`src/logic/fifo_alloc_pkg.sv`:
```
// Constants for the Ethernet packet buffer allocation block.
// Assumes a 32-bit AXI4-Lite register bus and one system clock.
package fifo_alloc_pkg;
	// Buffer pool and fixed partitions, in bytes or dwords
	localparam logic [15:0] POOL_BYTES = 16'h4000;
	localparam logic [15:0] TX_STATUS_BYTES = 16'h0200;
	localparam logic [7:0] TX_STATUS_DWORDS = 8'h80;
	localparam logic [15:0] RX_FULL_MARGIN = 16'h0010;
	localparam logic [11:0] TX_STAGE_BYTES = 12'h800;
	localparam logic [5:0] RX_STAGE_DWORDS = 6'h20;
	localparam logic [15:0] DWORD_BYTES = 16'h0004;
	localparam int KB_SHIFT = 10;
	localparam int RX_STS_SHIFT = 4;
	localparam int RX_STS_DW_SHIFT = 6;
	localparam int FLEN_DEPTH = 4;
	// Register byte offsets
	localparam logic [7:0] HW_CONFIG_OFS = 8'h74;
	localparam logic [7:0] RX_CONTROL_OFS = 8'h78;
	localparam logic [7:0] RX_LEVELS_OFS = 8'h7C;
	localparam logic [7:0] SIZES_OFS = 8'h90;
	localparam logic [7:0] INT_STS_OFS = 8'h94;
	localparam logic [7:0] INT_MASK_OFS = 8'h98;
	localparam logic [7:0] DROP_CNT_OFS = 8'h9C;
	localparam logic [7:0] RX_DATA_OFS = 8'hA0;
	localparam logic [7:0] RX_STATUS_OFS = 8'hA4;
	localparam logic [7:0] TX_DATA_OFS = 8'hA8;
	// Field positions
	localparam int ALLOC_LSB = 16;
	localparam int SKIP_BIT = 31;
	localparam int STS_USED_LSB = 16;
	localparam int INT_DROP = 0;
	localparam int INT_SKIP_DONE = 1;
	localparam int INT_RX_FRAME = 2;
	// Reset values and bus response codes
	localparam logic [3:0] ALLOC_RESET = 4'h5;
	localparam logic [2:0] INT_MASK_RESET = 3'h0;
	localparam logic [1:0] RESP_OKAY = 2'h0;
	localparam logic [1:0] RESP_SLVERR = 2'h2;
endpackage

```
`src/logic/ethernet_fifo_allocation.sv`:
```
// Packet buffer allocation and receive/transmit FIFO level tracking.
// Assumes an AXI4-Lite master on the register side and a MAC that
// delivers padded receive dwords and drains transmit dwords.
`timescale 1ns/10ps

module ethernet_fifo_allocation import fifo_alloc_pkg::*; (
	input wire logic aclk,
	input wire logic aresetn,
	input wire logic [7:0] s_axi_awaddr,
	input wire logic s_axi_awvalid,
	output logic s_axi_awready,
	input wire logic [31:0] s_axi_wdata,
	input wire logic [3:0] s_axi_wstrb,
	input wire logic s_axi_wvalid,
	output logic s_axi_wready,
	output logic [1:0] s_axi_bresp,
	output logic s_axi_bvalid,
	input wire logic s_axi_bready,
	input wire logic [7:0] s_axi_araddr,
	input wire logic s_axi_arvalid,
	output logic s_axi_arready,
	output logic [31:0] s_axi_rdata,
	output logic [1:0] s_axi_rresp,
	output logic s_axi_rvalid,
	input wire logic s_axi_rready,
	input wire logic mac_rx_valid,
	input wire logic mac_rx_last,
	output logic mac_tx_valid,
	input wire logic mac_tx_ready,
	output logic irq
);
	typedef struct packed {
		logic [3:0] alloc;
		logic skip;
		logic drop_mode;
		logic [31:0] drop_cnt;
		logic [2:0] int_sts;
		logic [2:0] int_mask;
		logic [15:0] rx_used;
		logic [7:0] rx_sts_used;
		logic [15:0] head_left;
		logic [15:0] acc;
		logic [FLEN_DEPTH-1:0][15:0] flen;
		logic [1:0] fl_wr;
		logic [1:0] fl_rd;
		logic [2:0] fl_cnt;
		logic [5:0] rxs_cnt;
		logic [31:0] rxs_last;
		logic [4:0] rxs_wr;
		logic [4:0] rxs_rd;
		logic [15:0] tx_used;
		logic [11:0] tx_stage;
		logic bvalid;
		logic [1:0] bresp;
		logic rvalid;
		logic [1:0] rresp;
		logic [31:0] rdata;
	} state_s;

	state_s cur;
	state_s next_cur;
	logic [15:0] tx_total;
	logic [15:0] tx_data_cap;
	logic [15:0] rx_total;
	logic [15:0] rx_sts_bytes;
	logic [15:0] rx_data_cap;
	logic [15:0] rx_sts_dw_wide;
	logic [7:0] rx_sts_cap;
	logic rx_full;
	logic wr_go;
	logic rd_go;

	// Partition of the pool; reserved settings give no sensible split
	assign tx_total = {2'h0, cur.alloc, 10'h000};
	assign tx_data_cap = tx_total - TX_STATUS_BYTES;
	assign rx_total = POOL_BYTES - tx_total;
	assign rx_sts_bytes = rx_total >> RX_STS_SHIFT;
	assign rx_data_cap = rx_total - rx_sts_bytes;
	assign rx_sts_dw_wide = rx_total >> RX_STS_DW_SHIFT;
	assign rx_sts_cap = rx_sts_dw_wide[7:0];
	assign rx_full = (cur.rx_used + RX_FULL_MARGIN) > rx_data_cap;

	assign wr_go = s_axi_awvalid && s_axi_wvalid && !cur.bvalid;
	assign rd_go = s_axi_arvalid && !cur.rvalid;
	assign s_axi_awready = wr_go;
	assign s_axi_wready = wr_go;
	assign s_axi_arready = rd_go;
	assign s_axi_bvalid = cur.bvalid;
	assign s_axi_bresp = cur.bresp;
	assign s_axi_rvalid = cur.rvalid;
	assign s_axi_rresp = cur.rresp;
	assign s_axi_rdata = cur.rdata;
	assign mac_tx_valid = cur.tx_stage != 12'h000;
	assign irq = |(cur.int_sts & cur.int_mask);

	always_comb begin
		logic [31:0] wmask;
		logic [2:0] ev;
		logic mv_in;
		logic mv_last;
		logic fl_pop;
		logic [15:0] eff_head;
		logic consume;
		logic data_rd;
		logic sts_rd;
		logic tx_wr;
		logic tx_mv;
		logic tx_out;
		logic st_push;
		logic st_pop;
		logic overrun;
		next_cur = cur;
		wmask = {{8{s_axi_wstrb[3]}}, {8{s_axi_wstrb[2]}},
			{8{s_axi_wstrb[1]}}, {8{s_axi_wstrb[0]}}};
		ev = 3'h0;
		mv_in = 1'b0;
		mv_last = 1'b0;
		fl_pop = 1'b0;
		eff_head = cur.head_left;
		consume = 1'b0;
		data_rd = rd_go && s_axi_araddr == RX_DATA_OFS;
		sts_rd = rd_go && s_axi_araddr == RX_STATUS_OFS;
		tx_wr = wr_go && s_axi_awaddr == TX_DATA_OFS;
		tx_mv = 1'b0;
		tx_out = 1'b0;
		st_push = 1'b0;
		st_pop = 1'b0;
		overrun = 1'b0;

		// Bus responses
		if (cur.bvalid && s_axi_bready) begin
			next_cur.bvalid = 1'b0;
		end
		if (cur.rvalid && s_axi_rready) begin
			next_cur.rvalid = 1'b0;
		end
		if (wr_go) begin
			next_cur.bvalid = 1'b1;
			next_cur.bresp = RESP_OKAY;
			case (s_axi_awaddr)
				HW_CONFIG_OFS: begin
					if (s_axi_wstrb[2]) begin
						next_cur.alloc = s_axi_wdata[ALLOC_LSB +: 4];
					end
				end
				RX_CONTROL_OFS: begin
					if ((s_axi_wdata[SKIP_BIT] & wmask[SKIP_BIT]) == 1'b1) begin
						next_cur.skip = 1'b1;
					end
				end
				INT_MASK_OFS: begin
					next_cur.int_mask = (s_axi_wdata[2:0] & wmask[2:0]) |
						(cur.int_mask & ~wmask[2:0]);
				end
				INT_STS_OFS, TX_DATA_OFS: begin
				end
				default: begin
					next_cur.bresp = RESP_SLVERR;
				end
			endcase
		end
		if (rd_go) begin
			next_cur.rvalid = 1'b1;
			next_cur.rresp = RESP_OKAY;
			next_cur.rdata = 32'h0000_0000;
			case (s_axi_araddr)
				HW_CONFIG_OFS: next_cur.rdata[ALLOC_LSB +: 4] = cur.alloc;
				RX_CONTROL_OFS: next_cur.rdata[SKIP_BIT] = cur.skip;
				RX_LEVELS_OFS: begin
					next_cur.rdata[STS_USED_LSB +: 8] = cur.rx_sts_used;
					next_cur.rdata[15:0] = cur.rx_used;
				end
				SIZES_OFS: next_cur.rdata = {rx_data_cap, tx_data_cap};
				INT_STS_OFS: next_cur.rdata[2:0] = cur.int_sts;
				INT_MASK_OFS: next_cur.rdata[2:0] = cur.int_mask;
				DROP_CNT_OFS: next_cur.rdata = cur.drop_cnt;
				RX_DATA_OFS: next_cur.rdata[15:0] = cur.rx_used;
				RX_STATUS_OFS: next_cur.rdata[7:0] = cur.rx_sts_used;
				default: next_cur.rresp = RESP_SLVERR;
			endcase
		end

		// Receive: MAC into staging, overrun drops the rest of the frame
		if (mac_rx_valid) begin
			if (cur.drop_mode || cur.rxs_cnt == RX_STAGE_DWORDS) begin
				overrun = 1'b1;
				next_cur.drop_mode = 1'b1;
				if (mac_rx_last) begin
					next_cur.drop_cnt = cur.drop_cnt + 32'h0000_0001;
					ev[INT_DROP] = 1'b1;
					next_cur.drop_mode = rx_full;
				end
			end else begin
				st_push = 1'b1;
				next_cur.rxs_last[cur.rxs_wr] = mac_rx_last;
				next_cur.rxs_wr = cur.rxs_wr + 5'h01;
			end
		end

		// Staging into data FIFO only while the data, status and frame-length FIFOs have room
		if (cur.rxs_cnt != 6'h00 && !rx_full && cur.rx_sts_used < rx_sts_cap &&
			cur.fl_cnt != 3'(FLEN_DEPTH)) begin
			st_pop = 1'b1;
			mv_in = 1'b1;
			mv_last = cur.rxs_last[cur.rxs_rd];
			next_cur.rxs_rd = cur.rxs_rd + 5'h01;
		end
		next_cur.rxs_cnt = cur.rxs_cnt + {5'h00, st_push} - {5'h00, st_pop};
		if (mv_in) begin
			next_cur.acc = cur.acc + DWORD_BYTES;
			if (mv_last) begin
				next_cur.flen[cur.fl_wr] = cur.acc + DWORD_BYTES;
				next_cur.fl_wr = cur.fl_wr + 2'h1;
				next_cur.acc = 16'h0000;
				ev[INT_RX_FRAME] = 1'b1;
			end
		end

		// Host reads and fast-forward consume from the head frame
		if (cur.head_left == 16'h0000 && cur.fl_cnt != 3'h0 &&
			(data_rd || cur.skip)) begin
			fl_pop = 1'b1;
			eff_head = cur.flen[cur.fl_rd];
			next_cur.fl_rd = cur.fl_rd + 2'h1;
		end
		if (cur.skip) begin
			if (eff_head == 16'h0000) begin
				next_cur.skip = 1'b0;
				ev[INT_SKIP_DONE] = 1'b1;
			end else if (cur.rx_used >= DWORD_BYTES) begin
				consume = 1'b1;
				if (eff_head == DWORD_BYTES) begin
					next_cur.skip = 1'b0;
					ev[INT_SKIP_DONE] = 1'b1;
				end
			end
		end else if (data_rd && cur.rx_used >= DWORD_BYTES) begin
			consume = 1'b1;
		end
		// A new skip request beats the completion of the previous one
		if (wr_go && s_axi_awaddr == RX_CONTROL_OFS && s_axi_wdata[SKIP_BIT] &&
			s_axi_wstrb[3]) begin
			next_cur.skip = 1'b1;
		end
		next_cur.head_left = (consume && eff_head != 16'h0000) ?
			eff_head - DWORD_BYTES : eff_head;
		next_cur.fl_cnt = cur.fl_cnt + {2'h0, mv_in && mv_last} - {2'h0, fl_pop};
		next_cur.rx_used = cur.rx_used + (mv_in ? DWORD_BYTES : 16'h0000) -
			(consume ? DWORD_BYTES : 16'h0000);
		next_cur.rx_sts_used = cur.rx_sts_used + {7'h00, mv_in && mv_last} -
			{7'h00, sts_rd && cur.rx_sts_used != 8'h00};

		// Transmit: host fills data FIFO, staging refills, MAC drains
		if (tx_wr && cur.tx_used + DWORD_BYTES <= tx_data_cap) begin
			tx_wr = 1'b1;
		end else begin
			tx_wr = 1'b0;
		end
		if (cur.tx_used >= DWORD_BYTES &&
			cur.tx_stage + 12'h004 <= TX_STAGE_BYTES) begin
			tx_mv = 1'b1;
		end
		tx_out = mac_tx_valid && mac_tx_ready;
		next_cur.tx_used = cur.tx_used + (tx_wr ? DWORD_BYTES : 16'h0000) -
			(tx_mv ? DWORD_BYTES : 16'h0000);
		next_cur.tx_stage = cur.tx_stage + (tx_mv ? 12'h004 : 12'h000) -
			(tx_out ? 12'h004 : 12'h000);

		// Sticky events; a new event beats a simultaneous clear
		if (wr_go && s_axi_awaddr == INT_STS_OFS) begin
			next_cur.int_sts = cur.int_sts & ~(s_axi_wdata[2:0] & wmask[2:0]);
		end
		next_cur.int_sts = next_cur.int_sts | ev;
		if (overrun && !mac_rx_last) begin
			next_cur.drop_mode = 1'b1;
		end
	end

	always_ff @(posedge aclk) begin
		if (!aresetn) begin
			cur <= '0;
			cur.alloc <= ALLOC_RESET;
			cur.int_mask <= INT_MASK_RESET;
		end else begin
			cur <= next_cur;
		end
	end
endmodule

```
`config.mk`:
```
export PLATFORM = sky130hd
export DESIGN_NAME = ethernet_fifo_allocation
export DESIGN_NICKNAME = d
export VERILOG_FILES = /design/src/logic/fifo_alloc_pkg.sv /design/src/logic/ethernet_fifo_allocation.sv
export SDC_FILE = /design/constraint.sdc
export NUM_CORES = 1
export LEC_CHECK = 0
export ABC_AREA = 1
export BUFFER_PORTS_ARGS = -buffer_cell sky130_fd_sc_hd__buf_2
export CAP_MARGIN = 20
export CORE_MARGIN = 4
export CORE_UTILIZATION = 50
export CTS_CLUSTER_DIAMETER = 150
export DETAILED_ROUTE_END_ITERATION = 10
export GPL_ROUTABILITY_DRIVEN = 0
export GPL_TIMING_DRIVEN = 0
export HOLD_SLACK_MARGIN = 0.15
export PLACE_DENSITY = 0.7
export SYNTH_ARGS = -nofsm -noshare
export SYNTH_HDL_FRONTEND = slang
export SYNTH_SLANG_ARGS = --single-unit
```
`constraint.sdc`:
```
create_clock -name aclk -period 8.7 [get_ports aclk]
set_input_delay 1.305 -clock aclk [delete_from_list [all_inputs] [get_ports aclk]]
set_output_delay 1.305 -clock aclk [all_outputs]
set_load 0.01 [all_outputs]
```
## Word-level counts from Yosys, hierarchy flattened

Index checks and enable logic that the tools add are counted.
W data, S select, Z words.

- Reduce and logical (&&, ||, !) cells: 54
- Equal/unequal tests: 17
- Muxes and demuxes: 67
- Add/subtract/negate cells: 25
- Order comparisons: 12
- Bitwise gates (word level): 10

Operator list:

| kind | number |
|---|---|
| $mux W33 | 3 |
| $mux W82 | 1 |
| $eq A8 B8 Y1 const B | 9 |
| $bwmux W64 | 1 |
| $mux W16 | 4 |
| $eq A8 B7 Y1 const B | 5 |
| $mux W1 | 35 |
| $mux W35 | 1 |
| $add A16 B3 Y16 | 2 |
| $add A16 B3 Y16 const B | 2 |
| $add A32 B1 Y32 const B | 1 |
| $bmux W16 S2 | 1 |
| $bwmux W32 | 1 |
| $demux W16 S2 | 1 |
| $ge A16 B3 Y1 const B | 2 |
| $logic_not A16 Y1 | 2 |
| $sub A16 B3 Y16 | 2 |
| $logic_and A1 B1 Y1 | 27 |
| $mux W3 | 8 |
| $pmux W8 S3 | 1 |
| $pmux W5 S4 | 1 |
| $pmux W3 S6 | 1 |
| $add A16 B5 Y16 const B | 1 |
| $eq A16 B3 Y1 const B | 1 |
| other kinds (51) | 72 |

- Logic and storage cells: 213
- Register bits after elaboration: 285
- Input port bits: 62

## Longest topological paths before layout

Gate-level depths: netlist of run 1.

- Depth after elaboration: 12
- Gate-level depth with buffers: 40
- Gate-level depth less buffers: 38

## Worst setup path before layout of run 1

No wires, ideal clock.

- Kind: register -> register
- Start point: register cur[281] (netlist name)
- End point: register cur[238] (netlist name)
- Stages on the path, launching flop included: 37
- Path slack: 3.407 ns
- Period minus slack after synthesis: 5.293 ns
- Data required time: 8.587 ns
- Arrival: 5.180 ns
- Buffers on the path: 2
- Path through: dfxtp_1 > inv_2 > ha_1 > inv_1 > nor3_1 > inv_1 > ha_1 > inv_1 > nor3_1 > nand2_1 > o21ai_0 > or2_2 > nand2_1 > ha_1 > nand2_1 > inv_1 > nand3_1 > nor2_1 > o21ai_0 > o211ai_1 > o21ai_0 > nand2_1 > inv_2 > buf_4 > buf_2 > fa_1 > ha_1 > nand3_1 > nand2_1 > nand2_1 > nand2_1 > a21oi_1 > o21ai_0 > a21boi_0 > o21ai_0 > nor2_1 > nor2_1

- Word-level cells in the longest chain between the ends: 11

RTL lines:

| what | RTL line | text |
|---|---|---|
| from (decl) | ethernet_fifo_allocation.sv:60 | `state_s cur;` |
| from (signal assigned) | ethernet_fifo_allocation.sv:285 | `cur <= next_cur;` |
| $sub A15 B14 Y16 (*) | ethernet_fifo_allocation.sv:76 | `assign rx_total = POOL_BYTES - tx_total;` |
| $sub A16 B12 Y16 | ethernet_fifo_allocation.sv:78 | `assign rx_data_cap = rx_total - rx_sts_bytes;` |
| $gt A16 B16 Y1 | ethernet_fifo_allocation.sv:81 | `assign rx_full = (cur.rx_used + RX_FULL_MARGIN) > rx_data_cap;` |
| $logic_not A1 Y1 | ethernet_fifo_allocation.sv:201 | `if (cur.rxs_cnt != 6'h00 && !rx_full && cur.rx_sts_used < rx_sts_cap &&` |
| $logic_and A1 B1 Y1 | ethernet_fifo_allocation.sv:201 |  |
| $logic_and A1 B1 Y1 (*) (2 in a row) | ethernet_fifo_allocation.sv:201 |  |
| $mux W1 (*) | ethernet_fifo_allocation.sv:201 |  |
| $mux W3 (*) | ethernet_fifo_allocation.sv:248 | `next_cur.rx_used = cur.rx_used + (mv_in ? DWORD_BYTES : 16'h0000) -` |
| $add A16 B3 Y16 (*) | ethernet_fifo_allocation.sv:248 |  |
| $sub A16 B3 Y16 (*) | ethernet_fifo_allocation.sv:248 |  |

Every way passes the cells marked *; elsewhere a longest branch is shown, timed or not.
A chain may end at the register's enable or synchronous reset.

## Worst setup path after layout of run 1

Ends and elaborated chain as after synthesis.

==> run_results.csv, run 1 <==
group,metric,value,unit
outcome,outcome,"finished, final reports clean",
critical_path,path_class,"reg2reg",
cells_and_area,final_common_cell,"nand2_1",
critical_path,critPathLaunch,"cur[281]",
timing,final-max-slew-violation-count,0,
critical_path,crit_arrival,8.20,ns
clock_network,clk_pin_slew_worst_paths,0.06,ns
hold_path,holdPathStages,2,
global_routing,grt_pass1_vias,15370,
clock_network,cts_resized,0,
drt,viasPerCell,5.492,
timing,finalSetupViolCount,0,
timing,slew_headroom,0.3486,
timing,finalHoldViolations,0,
timing,clock.fmax,130.2,MHz
cells_and_area,syn2layout_area_growth,11.68,%
clock_network,cts_buffers,31,
logic_synthesis,synthCells,2412,
cells_and_area,fin_nets,2735,
hold_path,hold_path.class,"reg2reg",
timing,fin_skew,0.03038,ns
logic_synthesis,synth-seq-cells,267,
floorplan,die_y,190.2,µm
cells_and_area,seqCellArea,0.005345,mm²
timing,rsz0062_at_grt,"no",
logic_synthesis,synthFlopType,"dfxtp_1",
drt,first_pass_iters,9,
global_routing,grtUsageTotal,0.2618,
drt,wirelength,48690,µm
logic_synthesis,syn_area,0.01659,mm²
timing,worstMarginPinSlew,0.9771,ns
drt,wl_per_cell,16.31,µm
logic_synthesis,synth_edf_count,0,
place,portBuffers,75,
timing,finalCritPeriodShare,0.8828,
run,maxCapViolations,0,
logic_synthesis,syn_avg_cell_area,6.879,µm²
cells_and_area,multi_input_area,0.009360,mm²
timing,min_period,7.680,ns
pwr,leakagePower,8.271,nW
cells_and_area,diodes,0,
critical_path,crit_top_cell,"nand2_1",
cells_and_area,drive_gt1_frac,0.08726,
critical_path,ff2ff_path_depth,32,
critical_path,slowest_stage,"nor3_1",
logic_synthesis,async_flop_share,0,
critical_path,crit_fanout,11,
floorplan,core,0.03262,mm²
global_routing,grt_max_degree,15,
clock_network,htreeDepth,1,
floorplan,die_w,190.2,µm
critical_path,cpPeakStageDelay,0.73,ns
cells_and_area,final_util,0.5681,
critical_path,crit_path_end_kind,"flip-flop",
floorplan,ios,105,
timing,hold_slack,0.4554,ns
logic_synthesis,yosysWarnings,0,
floorplan,initial_core_util,0.5087,
clock_network,cts_sinks,267,
global_routing,grt_pass1_wl,78200,µm
clock_network,postCtsHoldBufs,0,
logic_synthesis,synth.distinct_cells,57,
pwr,p_per_area,264.0,mW/mm²
floorplan,dieArea,0.03616,mm²
drt,drc,0,
clock_network,cts-root-buf,"clkbuf_16",
critical_path,cp-start-kind,"flip-flop",
drt,ant_nets,0,
clock_network,cts_setup_buffers,0,
global_routing,antenna_found_initial,0,
pwr,peakVddDrop,0.2162,mV
cells_and_area,layout_common_cells,"nand2_1, inv_1, a21oi_1",
cells_and_area,fillers,3184,
critical_path,worstReg2RegStart,"cur[281]",
hold_path,min_from,"cur[202]",
clock_network,clock_latency,0.57,ns
place,dpl.hpwl,36650,µm
global_routing,grt_overflow,0,
clock_network,cts_tree,"done",
drt,drtIter0Drc,1375,
floorplan,num_rows,66,
drt,dr_total_vias,16400,
logic_synthesis,ys_seq_area_frac,0.3221,
timing,tns,0,ns
critical_path,critical_path_required,9.22,ns
clock_network,cts_max_path_buffers,3,
==> stage by stage <==
stage | worst slack (ns) | instance area [µm²] | cells | total power, mW
3_5_place_dp | 1.346 | 17520 | 2930 | 3.568
5_1_grt | 0.7390 | 18530 | 2986 | 5.280
4_1_cts | 1.242 | 18530 | 2986 | 4.887
2_1_floorplan | 3.407 | 16600 | 2413 | 3.046
6_report | 1.020 | 18530 | 2986 | 4.893
3_3_place_gp | 1.302 | 17520 | 2930 | 3.496
==> worst paths after layout <==
path / slack (ns) / endpoint
min: 0.46 / cur[202]
min reg2reg: 0.46 / cur[202]
max reg2reg: 1.02 / cur[238]
max: 1.02 / cur[238]
==> cell type report <==
cell class	instances	share of cell area
inverter	335	0.06799
sequential	267	0.2885
timing repair buffer	75	0.02026
buffer	111	0.03403
multi-input combinational	1700	0.5051
tap	442	0.02984
clock inverter	14	0.006955
clock buffer	42	0.04733
==> cell families (layout without fill, tap and decap cells) <==
logic type	count (synthesis)	in the layout	share of synthesized area
xor+xnor	48	48	0.02579
compound gates	543	543	0.1786
other cells	1	2	0.0002260
flops	267	267	0.3221
fa+ha+maj	152	152	0.1187
buf+inv	446	577	0.1139
simple gates	955	955	0.2406
==> registers in the layout, indices dropped and copies added (netlist names) <==
signal and count:
s_axi_rresp 1, s_axi_rvalid 1, cur 231, s_axi_rdata 32, s_axi_bresp 1, s_axi_bvalid 1
==> Yosys cell counts (4+ instances only) <==
library cell	instances	area share
nand2_1	514	0.12
inv_1	320	0.072
a21oi_1	271	0.082
dfxtp_1	267	0.32
nor2_1	203	0.046
o21ai_0	170	0.051
ha_1	143	0.11
nand3_1	140	0.042
clkbuf_1	46	0.010
buf_4	44	0.020
nor3_1	39	0.012
xor2_1	39	0.021
nand4_1	28	0.011
o211ai_1	20	0.0090
o22ai_1	16	0.0060
buf_2	15	0.0045
inv_2	13	0.0029
a31oi_1	11	0.0041
o21a_1	10	0.0045
fa_1	9	0.011
a211oi_1	8	0.0036
nor4_1	8	0.0030
xnor2_1	8	0.0042
a21boi_0	7	0.0032
nor2_2	5	0.0019
a22oi_1	4	0.0018
buf_6	4	0.0027
==> layer usage <==
layer,up-vias,part of all wire,track usage
li1,8091,-,-
met1,7545,0.44,0.3656
met2,663,0.45,0.4303
met3,100,0.082,0.02954
met4,0,0.028,0.07459
met5,-,0,0
==> critical path, delay by kind of cell (launching register included) <==
family                   cells  cell delay (ns)
buffers and inverters        7             1.30
flip-flops                   1             0.48
AND/OR/NAND/NOR             13             2.20
AO/OA/AOI/OAI                8             2.11
adder cells (fa/ha/maj)      4             1.51
==> power breakdown <==
group / internal (mW) / switching [mW]
clock: 0.761 / 0.543
sequential: 1.37 / 0.144
combinational: 0.727 / 1.34
total: 2.86 / 2.03
(Power assumes the default switching activity.)
==> inputs of run 2 (changes only) <==
- ABC_AREA: 1 -> default
==> run 2 against run 1 <==
  * Core utilization decreased by 0.12 points
  * Register-to-register slack improved by 0.14 ns
  * Die area down 3.6%
  * Synthesized cell count decreased by 21%
  * Sequential share of layout area rose by 1.0 points
  * Global-route usage fell by 1.7 points
  * Synthesized area is 3.8% lower
==> run_results.csv, run 2 <==
group,metric,value,unit
outcome,outcome,"finished, final reports clean",
place,placed_area,0.01685,mm²
clock_network,cts-root-buf,"clkbuf_16",
floorplan,die_w,186.7,µm
place,portBuffers,76,
global_routing,grt_overflow,0,
logic_synthesis,synth_compound_gate_area_share,0.1474,
timing,finalHoldViolations,0,
drt,wirelength,44500,µm
clock_network,postCtsHoldBufs,0,
logic_synthesis,synth_edf_count,0,
pwr,p_per_area,273.1,mW/mm²
critical_path,crit_fanout,10,
logic_synthesis,synth_top_family_by_area,"simple AND/OR/NAND/NOR gates",
cells_and_area,top_register,"cur",
logic_synthesis,synthSimpleGateAreaFrac,0.2122,
drt,ant_nets,0,
hold_path,holdPathStages,2,
logic_synthesis,synth_top_area_cell,"dfxtp_1",
drt,drc,0,
hold_path,min_from,"cur[87]",
logic_synthesis,syn_area,0.01597,mm²
drt,first_pass_iters,8,
cells_and_area,fin_nets,2223,
clock_network,cts_sinks,267,
hold_path,hold_path.class,"reg2reg",
logic_synthesis,synthFlopType,"dfxtp_1",
critical_path,crit_arrival,7.93,ns
global_routing,grt_pass1_vias,13660,
logic_synthesis,synth_xor_area_frac,0.06803,
floorplan,core,0.03156,mm²
global_routing,grt_max_degree,15,
timing,finalSetupViolCount,0,
critical_path,crit_path_end_kind,"flip-flop",
clock_network,cts_tree,"done",
critical_path,ff2ff_path_depth,27,
clock_network,cts_max_path_buffers,3,
logic_synthesis,synth_top_area_frac,0.3348,
cells_and_area,largest_reg_flops,231,
cells_and_area,fin_area,0.01789,mm²
cells_and_area,instances_no_fill,2433,
timing,final-max-slew-violation-count,0,
floorplan,ios,105,
cells_and_area,diodes,0,
floorplan,die_y,186.7,µm
logic_synthesis,synth.distinct_cells,73,
critical_path,cp-start-kind,"flip-flop",
logic_synthesis,ys_seq_area_frac,0.3348,
drt,dr_total_vias,14130,
critical_path,critical_path_required,9.09,ns
floorplan,num_rows,65,
timing,tns,0,ns
logic_synthesis,syn_avg_cell_area,8.403,µm²
global_routing,antenna_found_initial,0,
timing,clock.fmax,132.6,MHz
logic_synthesis,ys_top_cells_by_area,"dfxtp_1, ha_1, nor2_1",
global_routing,grt_pass1_wl,70870,µm
run,maxCapViolations,0,
logic_synthesis,synthCells,1900,
logic_synthesis,yosys.cell_count.top_type,"dfxtp_1",
hold_path,min_to,"cur[87]",
critical_path,path_class,"reg2reg",
clock_network,htreeDepth,1,
logic_synthesis,synth-seq-cells,267,
critical_path,worstReg2RegStart,"cur[281]",
clock_network,cts_buffers,30,
clock_network,clk_pin_slew_worst_paths,0.06,ns
timing,rsz0062_at_grt,"no",
timing,min_period,7.541,ns
place,dpl.hpwl,33460,µm
logic_synthesis,async_flop_share,0,
timing,worstMarginPinSlew,1.050,ns
drt,drtIter0Drc,990,
critical_path,r2r_slack,1.16,ns
timing,fin_skew,0.01648,ns
logic_synthesis,yosysWarnings,0,
timing,slew_headroom,0.3003,
clock_network,clock_latency,0.56,ns
floorplan,initial_core_util,0.5059,
place,place_inst,2379,
pwr,leakagePower,7.161,nW
cells_and_area,final_common_cell,"dfxtp_1",
clock_network,cts_resized,0,
drt,viasPerCell,5.808,
clock_network,cts_setup_buffers,0,
critical_path,regToRegEndpoint,"cur[240]",
logic_synthesis,ys_top_cells_by_count,"dfxtp_1, nor2_1, ha_1, nand2_1, o21ai_0",
cells_and_area,syn2layout_area_growth,12.05,%
logic_synthesis,synth_fa_ha_area_frac,0.1234,
drt,wl_per_cell,18.29,µm
logic_synthesis,synth.mux.area_fraction,0.05047,
cells_and_area,drive_gt1_frac,0.1024,
timing,finalCritPeriodShare,0.8668,
pwr,peakVddDrop,0.2218,mV
global_routing,grtUsageTotal,0.2450,
cells_and_area,layout_common_cells,"dfxtp_1, nor2_1, ha_1",
floorplan,dieArea,0.03485,mm²
-- run 2: cell types whose count changed in the layout (fill, tap and decap cells not counted), sizes merged, moves of 25 or more --
cell / change
a21oi: -156
clkbuf: +29
inv: -231
mux4: +25
nand2: -380
nand3: -28
o21ai: -41
xnor2: +54
-- run 2: cell type report --
| type | count | area, µm² |
|---|---|---|
| inverter | 104 | 390.4 |
| clock inverter | 16 | 214.0 |
| timing repair buffer | 76 | 380.4 |
| sequential | 267 | 5345 |
| multi-input combinational | 1404 | 9610 |
| tap | 402 | 503.0 |
| fill | 2897 | 13670 |
| buffer | 126 | 623.1 |
| clock buffer | 38 | 822.0 |
-- run 2: cell families after synthesis --
logic type,after synthesis
AOI/OAI and AO/OA,383
and+or+nand+nor,694
buffers and inverters,230
other,1
xor gates and xnor gates,124
muxes,49
DFF,267
adders and majority gates,152
-- run 2: per-stage QoR --
step	util	setup slack (ns)	total power, mW	hold slack, ns
3_5_place_dp	0.5341	1.377	3.532	0.4459
2_1_floorplan	-	2.870	3.059	0.4302
4_1_cts	0.5669	1.363	4.889	0.4571
3_3_place_gp	0.5341	1.542	3.453	0.4406
5_1_grt	0.5669	0.6530	5.225	0.4724
6_report	0.5669	1.159	4.885	0.4550
-- run 2: layer usage --
metal,up-vias,track usage,wire length (µm),share of wire
met5,-,0,0,0
met2,442,0.4273,21270,0.48
met4,0,0.07878,1376,0.031
met1,6738,0.3154,19320,0.43
li1,6858,-,-,-
met3,92,0.03292,2533,0.057
-- run 2: power by group --
| part | switching (mW) | leakage, nW | internal, mW |
|---|---|---|---|
| Sequential | 0.166 | 2.17 | 1.35 |
| Clock | 0.533 | 0.514 | 0.814 |
| Combinational | 1.16 | 4.48 | 0.861 |
-- run 2: worst max-delay path by stage --
stage	from	end	slack (ns)	depth (start not counted)
after floorplan	cur[281]	cur[239]	2.87	29
after global placement	cur[281]	cur[239]	1.54	29
after detailed placement	cur[281]	cur[239]	1.38	29
after CTS	cur[281]	cur[239]	1.36	28
after global routing	cur[281]	cur[239]	0.65	28
final	cur[281]	cur[240]	1.16	27
-- run 2: worst max-delay path, stage by stage, from the launching register on --
cell and delay [ns]:
dfxtp_1 0.38, buf_2 0.23, inv_1 0.18, ha_1 0.25
nor3b_1 0.79, inv_1 0.15, ha_1 0.39, nand2_1 0.07
nor3_1 0.27, nor3_1 0.08, a21oi_1 0.13, nand3b_1 0.22
ha_1 0.36, and4_1 0.20, nand3_1 0.11, o21ba_2 0.23
a31o_2 0.24, clkbuf_1 0.25, nand2_1 0.35, inv_1 0.24
fa_1 0.46, ha_1 0.31, a21oi_1 0.25, o211ai_1 0.17
nand2_1 0.10, o31ai_1 0.08, o41ai_1 0.60, o311ai_0 0.28
